==> config.mk <==
export PLATFORM = sky130hd
export DESIGN_NAME = spis_top
export DESIGN_NICKNAME = d
export VERILOG_FILES = /design/src/spis_pkg.sv /design/src/spis_sync.sv /design/src/spis_top.sv /design/src/spis_w1c_bit.sv
export SDC_FILE = /design/constraint.sdc
export NUM_CORES = 1
export LEC_CHECK = 0
export BUFFER_PORTS_ARGS = -buffer_cell sky130_fd_sc_hd__buf_2
export CAP_MARGIN = 10
export CORE_MARGIN = 5
export CORE_UTILIZATION = 50
export DETAILED_ROUTE_END_ITERATION = 12
export GPL_TIMING_DRIVEN = 0
export PLACE_DENSITY_LB_ADDON = 0.2
export RECOVER_POWER = 100
export SKIP_LAST_GASP = 1
export SLEW_MARGIN = 15
export SYNTH_ARGS = -nofsm -noshare
export SYNTH_HDL_FRONTEND = slang
export SYNTH_SLANG_ARGS = --single-unit
==> constraint.sdc <==
create_clock -name clock -period 3.5 [get_ports clock]
set_input_delay 1.05 -clock clock [delete_from_list [all_inputs] [get_ports clock]]
set_output_delay 1.05 -clock clock [all_outputs]
set_load 0.01 [all_outputs]
==> src/spis_pkg.sv <==
// spis_pkg: constants shared by the port interrupt status block.
// assumes a plain register port with byte addresses as offsets.
package spis_pkg;
	// register byte addresses (chosen; no offsets printed)
	localparam logic [7:0] SPIS_ADDR_STATUS = 8'h10;
	localparam logic [7:0] SPIS_ADDR_ENABLE = 8'h14;
	localparam logic [7:0] SPIS_ADDR_DIAG = 8'h30;
	localparam logic [7:0] SPIS_ADDR_CTRL = 8'h40;
	// status bit positions
	localparam int SPIS_BIT_OVERFLOW = 24;
	localparam int SPIS_BIT_WRONG_PM = 23;
	localparam int SPIS_BIT_PHY_RDY = 22;
	localparam int SPIS_BIT_MECH = 7;
	localparam int SPIS_BIT_CONNECT = 6;
	localparam int SPIS_BIT_DESC = 5;
	localparam int SPIS_BIT_UNKNOWN = 4;
	localparam int SPIS_BIT_SDB = 3;
	localparam int SPIS_BIT_DMA = 2;
	localparam int SPIS_BIT_PIO = 1;
	localparam int SPIS_BIT_D2H = 0;
	// diagnostic bit positions in the diag register (port error word)
	localparam int SPIS_DIAG_N = 16;
	localparam int SPIS_DIAG_F = 25;
	localparam int SPIS_DIAG_X = 26;
	// control register bit positions
	localparam int SPIS_CTRL_GIE = 0;
	localparam int SPIS_CTRL_CAP_MECH = 1;
	localparam int SPIS_CTRL_PORT_MECH = 2;
	// writable and implemented masks; bits 21:8 and 31:25 reserved
	localparam logic [31:0] SPIS_W1C_MASK = 32'h0180_00AF;
	localparam logic [31:0] SPIS_IMPL_MASK = 32'h01C0_00FF;
	localparam logic [31:0] SPIS_DIAG_MASK = 32'h0601_0000;
	localparam logic [31:0] SPIS_RESET_VAL = 32'h0000_0000;
	// pio setup event waits for its data transfer to finish
	typedef enum logic [0:0] {SPIS_PIO_IDLE, SPIS_PIO_WAIT} spis_pio_t;
endpackage : spis_pkg

==> src/spis_sync.sv <==
// spis_sync: two-flop synchroniser for a level from outside the clock domain.
// assumes the input may change at any time.
`timescale 1ns/1ps
module spis_sync (
	input wire logic clock,
	input wire logic reset_n,
	input wire logic async_in,
	output logic sync_out
);
	logic meta_q;
	// first stage feeds only the second
	always_ff @(posedge clock or negedge reset_n) begin
		if (!reset_n) begin
			meta_q <= 1'b0;
			sync_out <= 1'b0;
		end else begin
			meta_q <= async_in;
			sync_out <= meta_q;
		end
	end
endmodule : spis_sync

==> src/spis_top.sv <==
// spis_top: lower half of a port interrupt status register with its
// enable, diagnostic mirror bits and interrupt output.
// assumes event pulses come from same-clock receive/transfer logic and
// the mechanical switch arrives asynchronously from a pin.
//
// Overview of operation
// - overflow bit 24 set on too many received bytes; write one clears.
// - bit 23 set on frame from drive without outstanding command; write one clears.
// - no bit 23 for set-device-bits frame with notification bit one.
// - bit 22 is read-only and mirrors the phy-ready-change diagnostic bit.
// - bit 7 set when mechanical switch opens or closes; write one clears.
// - bit 7 valid only when both switch capability bits are one.
// - bit 6 read-only, mirrors exchange diagnostic bit, clears with it.
// - bit 5 set when interrupting descriptor finishes its data; write one clears.
// - unknown-frame diagnostic bit set at detection, before memory write.
// - bit 4 set only after the unknown frame reaches memory.
// - clearing unknown-frame diagnostic bit clears bit 4.
// - bit 3 set on stored set-device-bits frame with interrupt bit.
// - bit 2 set on stored dma-setup frame with interrupt bit.
// - bit 1 set after pio-setup frame stored and its data transfer done.
// - bit 1 set even when that data transfer ended in error.
// - bit 0 set on stored device-to-host register frame with interrupt bit.
// - interrupt when status bit, its enable and global enable are all set.
// - status recorded even with its enable bit zero.
`timescale 1ns/1ps
module spis_top import spis_pkg::*; (
	input wire logic clock,
	input wire logic reset_n,
	// register port
	input wire logic [7:0] reg_addr,
	input wire logic [31:0] reg_wdata,
	input wire logic reg_write,
	input wire logic reg_read,
	output logic [31:0] reg_rdata,
	// events from receive and transfer logic
	input wire logic overflow_event,
	input wire logic frame_no_cmd_event,
	input wire logic frame_is_sdb_notify,
	input wire logic phy_ready_signal,
	input wire logic connect_change_event,
	input wire logic mech_switch_pin,
	input wire logic descriptor_done_event,
	input wire logic unknown_frame_detect,
	input wire logic unknown_frame_stored,
	input wire logic sdb_stored_event,
	input wire logic dma_setup_stored_event,
	input wire logic pio_setup_stored_event,
	input wire logic pio_data_done_event,
	input wire logic d2h_stored_event,
	// interrupt
	output logic irq
);
	logic [31:0] enable_q;
	logic [31:0] rdata_d;
	logic [31:0] status_word;
	logic [31:0] w1c_set;
	logic [31:0] w1c_clr;
	logic [31:0] w1c_flags;
	logic diag_phy_ready_change;
	logic diag_exchange;
	logic diag_unknown_frame;
	logic unknown_frame_flag;
	logic gie_q;
	logic cap_mech_switch_support;
	logic port_mech_switch_present;
	logic mech_sync;
	logic mech_prev_q;
	logic [1:0] mech_warm_q;
	logic mech_armed_q;
	logic mech_change;
	logic phy_prev_q;
	logic phy_ready_change_event;
	logic diag_write;
	spis_pio_t pio_state_q;
	logic pio_done_pulse;

	// register write decode, one function for every address match
	function automatic logic reg_hit(input logic [7:0] addr, input logic [7:0] target);
		reg_hit = (addr == target);
	endfunction : reg_hit

	assign diag_write = reg_write && reg_hit(reg_addr, SPIS_ADDR_DIAG);

	// mechanical switch is a pin, so it is synchronised first
	spis_sync u_mech_sync (
		.clock(clock),
		.reset_n(reset_n),
		.async_in(mech_switch_pin),
		.sync_out(mech_sync)
	);

	// phy ready history, same clock so no synchroniser
	always_ff @(posedge clock or negedge reset_n) begin
		if (!reset_n) begin
			phy_prev_q <= 1'b0;
		end else begin
			phy_prev_q <= phy_ready_signal;
		end
	end

	// switch history; the pin level at reset is unknown, not a change
	always_ff @(posedge clock or negedge reset_n) begin
		if (!reset_n) begin
			mech_prev_q <= 1'b0;
		end else begin
			mech_prev_q <= mech_sync;
		end
	end

	// arming: history holds a real pin level only once the synchroniser
	// has filled and one more edge has copied it, so no false edge after reset
	always_ff @(posedge clock or negedge reset_n) begin
		if (!reset_n) begin
			mech_warm_q <= 2'b00;
			mech_armed_q <= 1'b0;
		end else begin
			mech_warm_q <= {mech_warm_q[0], 1'b1};
			mech_armed_q <= mech_warm_q[1];
		end
	end

	// a switch edge only counts once the history is armed
	assign mech_change = mech_armed_q && (mech_sync ^ mech_prev_q);

	// phy ready is same-clock; first cycle after reset may flag a change
	assign phy_ready_change_event = phy_ready_signal ^ phy_prev_q;

	// control: global interrupt enable from software
	always_ff @(posedge clock or negedge reset_n) begin
		if (!reset_n) begin
			gie_q <= 1'b0;
		end else if (reg_write && reg_hit(reg_addr, SPIS_ADDR_CTRL)) begin
			gie_q <= reg_wdata[SPIS_CTRL_GIE];
		end
	end

	// control: switch capability straps, both needed for bit 7
	always_ff @(posedge clock or negedge reset_n) begin
		if (!reset_n) begin
			cap_mech_switch_support <= 1'b0;
			port_mech_switch_present <= 1'b0;
		end else if (reg_write && reg_hit(reg_addr, SPIS_ADDR_CTRL)) begin
			cap_mech_switch_support <= reg_wdata[SPIS_CTRL_CAP_MECH];
			port_mech_switch_present <= reg_wdata[SPIS_CTRL_PORT_MECH];
		end
	end

	// enable register; only implemented bits are writable
	always_ff @(posedge clock or negedge reset_n) begin
		if (!reset_n) begin
			enable_q <= SPIS_RESET_VAL;
		end else if (reg_write && reg_hit(reg_addr, SPIS_ADDR_ENABLE)) begin
			enable_q <= reg_wdata & SPIS_IMPL_MASK;
		end
	end

	// phy-ready-change diagnostic, write one clears, set wins
	always_ff @(posedge clock or negedge reset_n) begin
		if (!reset_n) begin
			diag_phy_ready_change <= 1'b0;
		end else if (phy_ready_change_event) begin
			diag_phy_ready_change <= 1'b1;
		end else if (diag_write && reg_wdata[SPIS_DIAG_N]) begin
			diag_phy_ready_change <= 1'b0;
		end
	end

	// exchange diagnostic, seen as the connect change flag
	always_ff @(posedge clock or negedge reset_n) begin
		if (!reset_n) begin
			diag_exchange <= 1'b0;
		end else if (connect_change_event) begin
			diag_exchange <= 1'b1;
		end else if (diag_write && reg_wdata[SPIS_DIAG_X]) begin
			diag_exchange <= 1'b0;
		end
	end

	// unknown-frame diagnostic, raised at detection before the store
	always_ff @(posedge clock or negedge reset_n) begin
		if (!reset_n) begin
			diag_unknown_frame <= 1'b0;
		end else if (unknown_frame_detect) begin
			diag_unknown_frame <= 1'b1;
		end else if (diag_write && reg_wdata[SPIS_DIAG_F]) begin
			diag_unknown_frame <= 1'b0;
		end
	end

	// unknown-frame status: set on store, cleared only with its diag bit
	always_ff @(posedge clock or negedge reset_n) begin
		if (!reset_n) begin
			unknown_frame_flag <= 1'b0;
		end else if (unknown_frame_stored) begin
			unknown_frame_flag <= 1'b1;
		end else if (diag_write && reg_wdata[SPIS_DIAG_F]) begin
			unknown_frame_flag <= 1'b0;
		end
	end

	// pio setup waits for data phase end, error or not
	always_ff @(posedge clock or negedge reset_n) begin
		if (!reset_n) begin
			pio_state_q <= SPIS_PIO_IDLE;
		end else begin
			unique case (pio_state_q)
				SPIS_PIO_IDLE: begin
					if (pio_setup_stored_event && !pio_data_done_event) begin
						pio_state_q <= SPIS_PIO_WAIT;
					end
				end
				SPIS_PIO_WAIT: begin
					if (pio_data_done_event) begin
						pio_state_q <= SPIS_PIO_IDLE;
					end
				end
			endcase
		end
	end

	assign pio_done_pulse = pio_data_done_event &&
		(pio_state_q == SPIS_PIO_WAIT || pio_setup_stored_event);

	// hardware set sources for the sticky bits
	always_comb begin
		w1c_set = 32'h0000_0000;
		w1c_set[SPIS_BIT_OVERFLOW] = overflow_event;
		w1c_set[SPIS_BIT_WRONG_PM] = frame_no_cmd_event && !frame_is_sdb_notify;
		w1c_set[SPIS_BIT_MECH] = mech_change &&
			cap_mech_switch_support && port_mech_switch_present;
		w1c_set[SPIS_BIT_DESC] = descriptor_done_event;
		w1c_set[SPIS_BIT_SDB] = sdb_stored_event;
		w1c_set[SPIS_BIT_DMA] = dma_setup_stored_event;
		w1c_set[SPIS_BIT_PIO] = pio_done_pulse;
		w1c_set[SPIS_BIT_D2H] = d2h_stored_event;
	end

	// write one clears, only on the status address and writable bits
	assign w1c_clr = (reg_write && reg_hit(reg_addr, SPIS_ADDR_STATUS)) ?
		(reg_wdata & SPIS_W1C_MASK) : 32'h0000_0000;

	// one sticky cell per writable bit; others tie to zero
	genvar gi;
	generate
		for (gi = 0; gi < 32; gi++) begin : g_flag
			if (SPIS_W1C_MASK[gi]) begin : g_w1c
				spis_w1c_bit u_bit (
					.clock(clock),
					.reset_n(reset_n),
					.set_pulse(w1c_set[gi]),
					.clear_pulse(w1c_clr[gi]),
					.flag_q(w1c_flags[gi])
				);
			end else begin : g_none
				assign w1c_flags[gi] = 1'b0;
			end
		end
	endgenerate

	// assemble the status word; mirrors are read-only, reserved read zero
	always_comb begin
		status_word = w1c_flags;
		status_word[SPIS_BIT_PHY_RDY] = diag_phy_ready_change;
		status_word[SPIS_BIT_CONNECT] = diag_exchange;
		status_word[SPIS_BIT_UNKNOWN] = unknown_frame_flag;
	end

	// read mux, data in the cycle after the strobe
	always_comb begin
		rdata_d = 32'h0000_0000;
		if (reg_hit(reg_addr, SPIS_ADDR_STATUS)) begin
			rdata_d = status_word & SPIS_IMPL_MASK;
		end else if (reg_hit(reg_addr, SPIS_ADDR_ENABLE)) begin
			rdata_d = enable_q;
		end else if (reg_hit(reg_addr, SPIS_ADDR_DIAG)) begin
			rdata_d[SPIS_DIAG_N] = diag_phy_ready_change;
			rdata_d[SPIS_DIAG_F] = diag_unknown_frame;
			rdata_d[SPIS_DIAG_X] = diag_exchange;
		end else if (reg_hit(reg_addr, SPIS_ADDR_CTRL)) begin
			rdata_d[SPIS_CTRL_GIE] = gie_q;
			rdata_d[SPIS_CTRL_CAP_MECH] = cap_mech_switch_support;
			rdata_d[SPIS_CTRL_PORT_MECH] = port_mech_switch_present;
		end
	end

	// read data register; holds zero when no read is taken
	always_ff @(posedge clock or negedge reset_n) begin
		if (!reset_n) begin
			reg_rdata <= 32'h0000_0000;
		end else if (reg_read) begin
			reg_rdata <= rdata_d;
		end else begin
			reg_rdata <= 32'h0000_0000;
		end
	end

	// interrupt output registered to keep it glitch-free
	always_ff @(posedge clock or negedge reset_n) begin
		if (!reset_n) begin
			irq <= 1'b0;
		end else begin
			irq <= gie_q && |(status_word & enable_q);
		end
	end
endmodule : spis_top

==> src/spis_w1c_bit.sv <==
// spis_w1c_bit: one sticky flag, set by hardware, cleared by a written one.
// assumes set and clear are single-cycle pulses on the block clock.
`timescale 1ns/1ps
module spis_w1c_bit import spis_pkg::*; (
	input wire logic clock,
	input wire logic reset_n,
	input wire logic set_pulse,
	input wire logic clear_pulse,
	output logic flag_q
);
	// set beats clear so a same-cycle event is not lost
	always_ff @(posedge clock or negedge reset_n) begin
		if (!reset_n) begin
			flag_q <= 1'b0;
		end else if (set_pulse) begin
			flag_q <= 1'b1;
		end else if (clear_pulse) begin
			flag_q <= 1'b0;
		end
	end
endmodule : spis_w1c_bit

==> metrics.md <==
| Metric | Value |
|---|---|
| Status | finished clean |
| Biggest area consumer among synthesized cells | dfrtp_1 |
| Setup Buffers After CTS | 0 |
| DRT Wirelength | 4230 um |
| Die H | 74.7 um |
| Max Cap Viol | 0 |
| Number of flops mapped to enable cells by yosys | 0 |
| Initial Utilization | 51.9% |
| Pre-antenna DRT Iters | 4 |
| Gp weighted congestion | 0.868 |
| Reg-to-Reg Start | g_flag[5].g_w1c.u_bit.flag_q |
| Clk sinks | 49 |
| Dpl hpwl | 3240 um |
| Fin area | 2510 um2 |
| Ports | 91 |
| Gate Count Post-Synth | 168 |
| Clock Skew | 0.00558 ns |
| Grt ovf | 0 |
| WL per Instance | 14.4 um |
| Pleak | 1.22 nW |
| Largest net degree at the start of global routing | 50 |
| # DRC | 0 |
| RSZ-0062 raised after global routing | false |
| Ratio of cells with drive above 1 in the final layout | 28.6% |
| Depth of the most critical reg-to-reg path | 4 |
| Vias in the first global route | 1410 |
| Ys async rst share | 100% |
| Non-Filler Instances | 295 |
| DP Area | 2490 um2 |
| Die area | 5570 um2 |
| Crit path max fanout | 10 |
| # setup viols final | 0 |
| Worst setup margin | 0.671 ns |
| Worst setup endpoint | enable_q[4] |
| Crit path launch | reg_addr[5] |
| Rel. slew slack | 22.4% |
| PortBufs | 54 |
| Die X | 74.7 um |
| Crit path arrival time | 3.01 ns |
| Vias per inst | 4.92 |
| Reg area | 1230 um2 |
| Cell variety after synth | 34 |
| Worst Path Required | 3.68 ns |
| Ys Warns | 0 |
| Area Overhead vs Synth | 20.3% |
| P per Cell Area | 389 nW/um2 |
| Hold Path Class | register to register |
| Top FF cell, synth | dfrtp_1 |
| Min Tclk post-route | 2.83 ns |
| Fmax | 353 MHz |
| Filler cells | 349 |
| Area contributors post-synth | dfrtp_1 (59%), buf_4 (6.8%), mux2_1 (5.4%), a22oi_1 (3.6%), a21o_1 (3.2%) |
| Antenna cells | 0 |
| Post_cts resized | 0 |
| CTS tree | built |
| Total power | 0.979 mW |
| Multi-input logic area | 746 um2 |
| Row cnt | 23 |
| Core region area | 4030 um2 |
| Slew Viols, Final | 0 |
| Sequential fraction of the synthesis area | 58.6% |
| Reg2reg end | irq |
| Post-synth top cells | dfrtp_1 (49), buf_4 (19), nand2_1 (12) |
| # placed instances | 289 |
| Layout Nets | 304 |
| Htree depth | 2 |
| #FFs+latches synth | 49 |
| Initial antenna violation count | 0 |
| Pre-CTS setup slack | 0.609 ns |
| Worst skew pair latency | 0.30 ns |
| Final hold violations | 0 |
| Reg2Reg Setup Slack | 2.26 ns |
| Worst Setup End Kind | register |
| Syn_area_per_cell | 12.4 um2 |
| ANT nets after route | 0 |
| GRT Overall Usage | 16.3% |
| Synth Cell Area | 2090 um2 |
| Clk root buf | clkbuf_8 |
| First-pass GRT wire length | 6710 um |
| Most frequent cell after synthesis | dfrtp_1 |
| Hold_buf cts | 0 |
| Clock tree buffer depth | 2 |
| Top cell type's share of synthesized area | 58.6% |
| Worst Max-Slew Pin Slew | 1.16 ns |
| Worst Path Class, Setup | input port to register |
| Final period util | 80.8% |
| CP Launch Type | input port |
| Total number of vias | 1452 |
| Setup TNS | 0 ns |
| Worst-path clk slew | 0.08 ns |
| Detailed Route Iter0 Violations | 110 |
| VDD IR max | 0.341 mV |
| Total CTS buffers | 5 |
==> metrics by stage <==
step | utilization (%) | hold WS (ns)
after floorplan | - | 0.331
after global placement | 61.7 | 0.334
after detailed placement | 61.7 | 0.336
after CTS | 63.6 | 0.353
after global routing | 62.4 | 0.361
final | 62.4 | 0.355
==> layout by cell type, fill, tap and decap left out, types with 2 or more instances in the layout <==
cell and n:
a21o_1 9, a21oi_1 2, a22o_1 2, a22oi_1 10
and3_1 4, buf_2 36, buf_4 18, clkbuf_1 19
clkbuf_8 5, conb_1 19, dfrtp_1 49, inv_1 4
mux2_1 10, mux2_2 4, nand2_1 12, nand3_1 4
nor2_1 4, nor2b_1 8, nor4_1 2, o21ai_0 2
o21bai_1 2, o2bb2ai_1 3, or2_2 2
==> critical path: stages <==
cell      delay [ns]
clkbuf_1        0.09
or4b_1          0.63
nor3_4          0.41
nand2_2         0.11
clkbuf_1        0.31
mux2_1          0.41
==> how the worst min path moves through the flow <==
stage                     cells past startpoint              to            from
after detailed placement                      0    mech_armed_q  mech_warm_q[1]
final                                         0    mech_armed_q  mech_warm_q[1]
after floorplan                               0    mech_armed_q  mech_warm_q[1]
after global placement                        0  mech_warm_q[1]  mech_warm_q[0]
after CTS                                     0    mech_armed_q  mech_warm_q[1]
after global routing                          0    mech_armed_q  mech_warm_q[1]
==> kinds of logic (layout without fill, tap and decap cells) <==
kind of cell,after synthesis,count (layout),share of synthesized area [%]
buffers and inverters,24,84,7.72
DFF,49,49,58.6
xor gates and xnor gates,2,2,0.838
and+or+nand+nor,43,43,12.6
AOI/OAI and AO/OA,34,34,12.3
other,2,19,0.359
muxes,14,14,7.54
==> state kept, by name, indices dropped and copies added, names as in the netlist <==
signal	count
cap_mech_switch_support	1
diag_exchange	1
diag_phy_ready_change	1
diag_unknown_frame	1
enable_q	11
g_flag.g_w1c.u_bit.flag_q	8
gie_q	1
irq	1
mech_armed_q	1
mech_prev_q	1
mech_warm_q	2
phy_prev_q	1
pio_state_q	1
port_mech_switch_present	1
reg_rdata	14
u_mech_sync.meta_q	1
u_mech_sync.sync_out	1
unknown_frame_flag	1
==> per-layer routing <==
layer  GRT usage [%]  vias to the layer above  share of wire, %
met5               0                        -                 0
met4            5.34                        0               1.4
met3            5.34                        5               7.6
met2            26.0                       41                50
met1            21.2                      697                41
li1                -                      709                 -
==> power breakdown <==
| part | internal (mW) | switching [mW] |
|---|---|---|
| registers | 0.580 | 0.00852 |
| clock network | 0.132 | 0.169 |
| logic | 0.0444 | 0.0457 |
==> cell type report <==
type                       count  area share (%)
multi-input combinational    112            29.7
clock inverter                 1           0.199
inverter                       4           0.597
timing repair buffer          54            9.90
buffer                        20            5.67
sequential                    49            48.8
tap                           50            2.49
clock buffer                   5            2.74
Power figures use the tool's default switching activity.
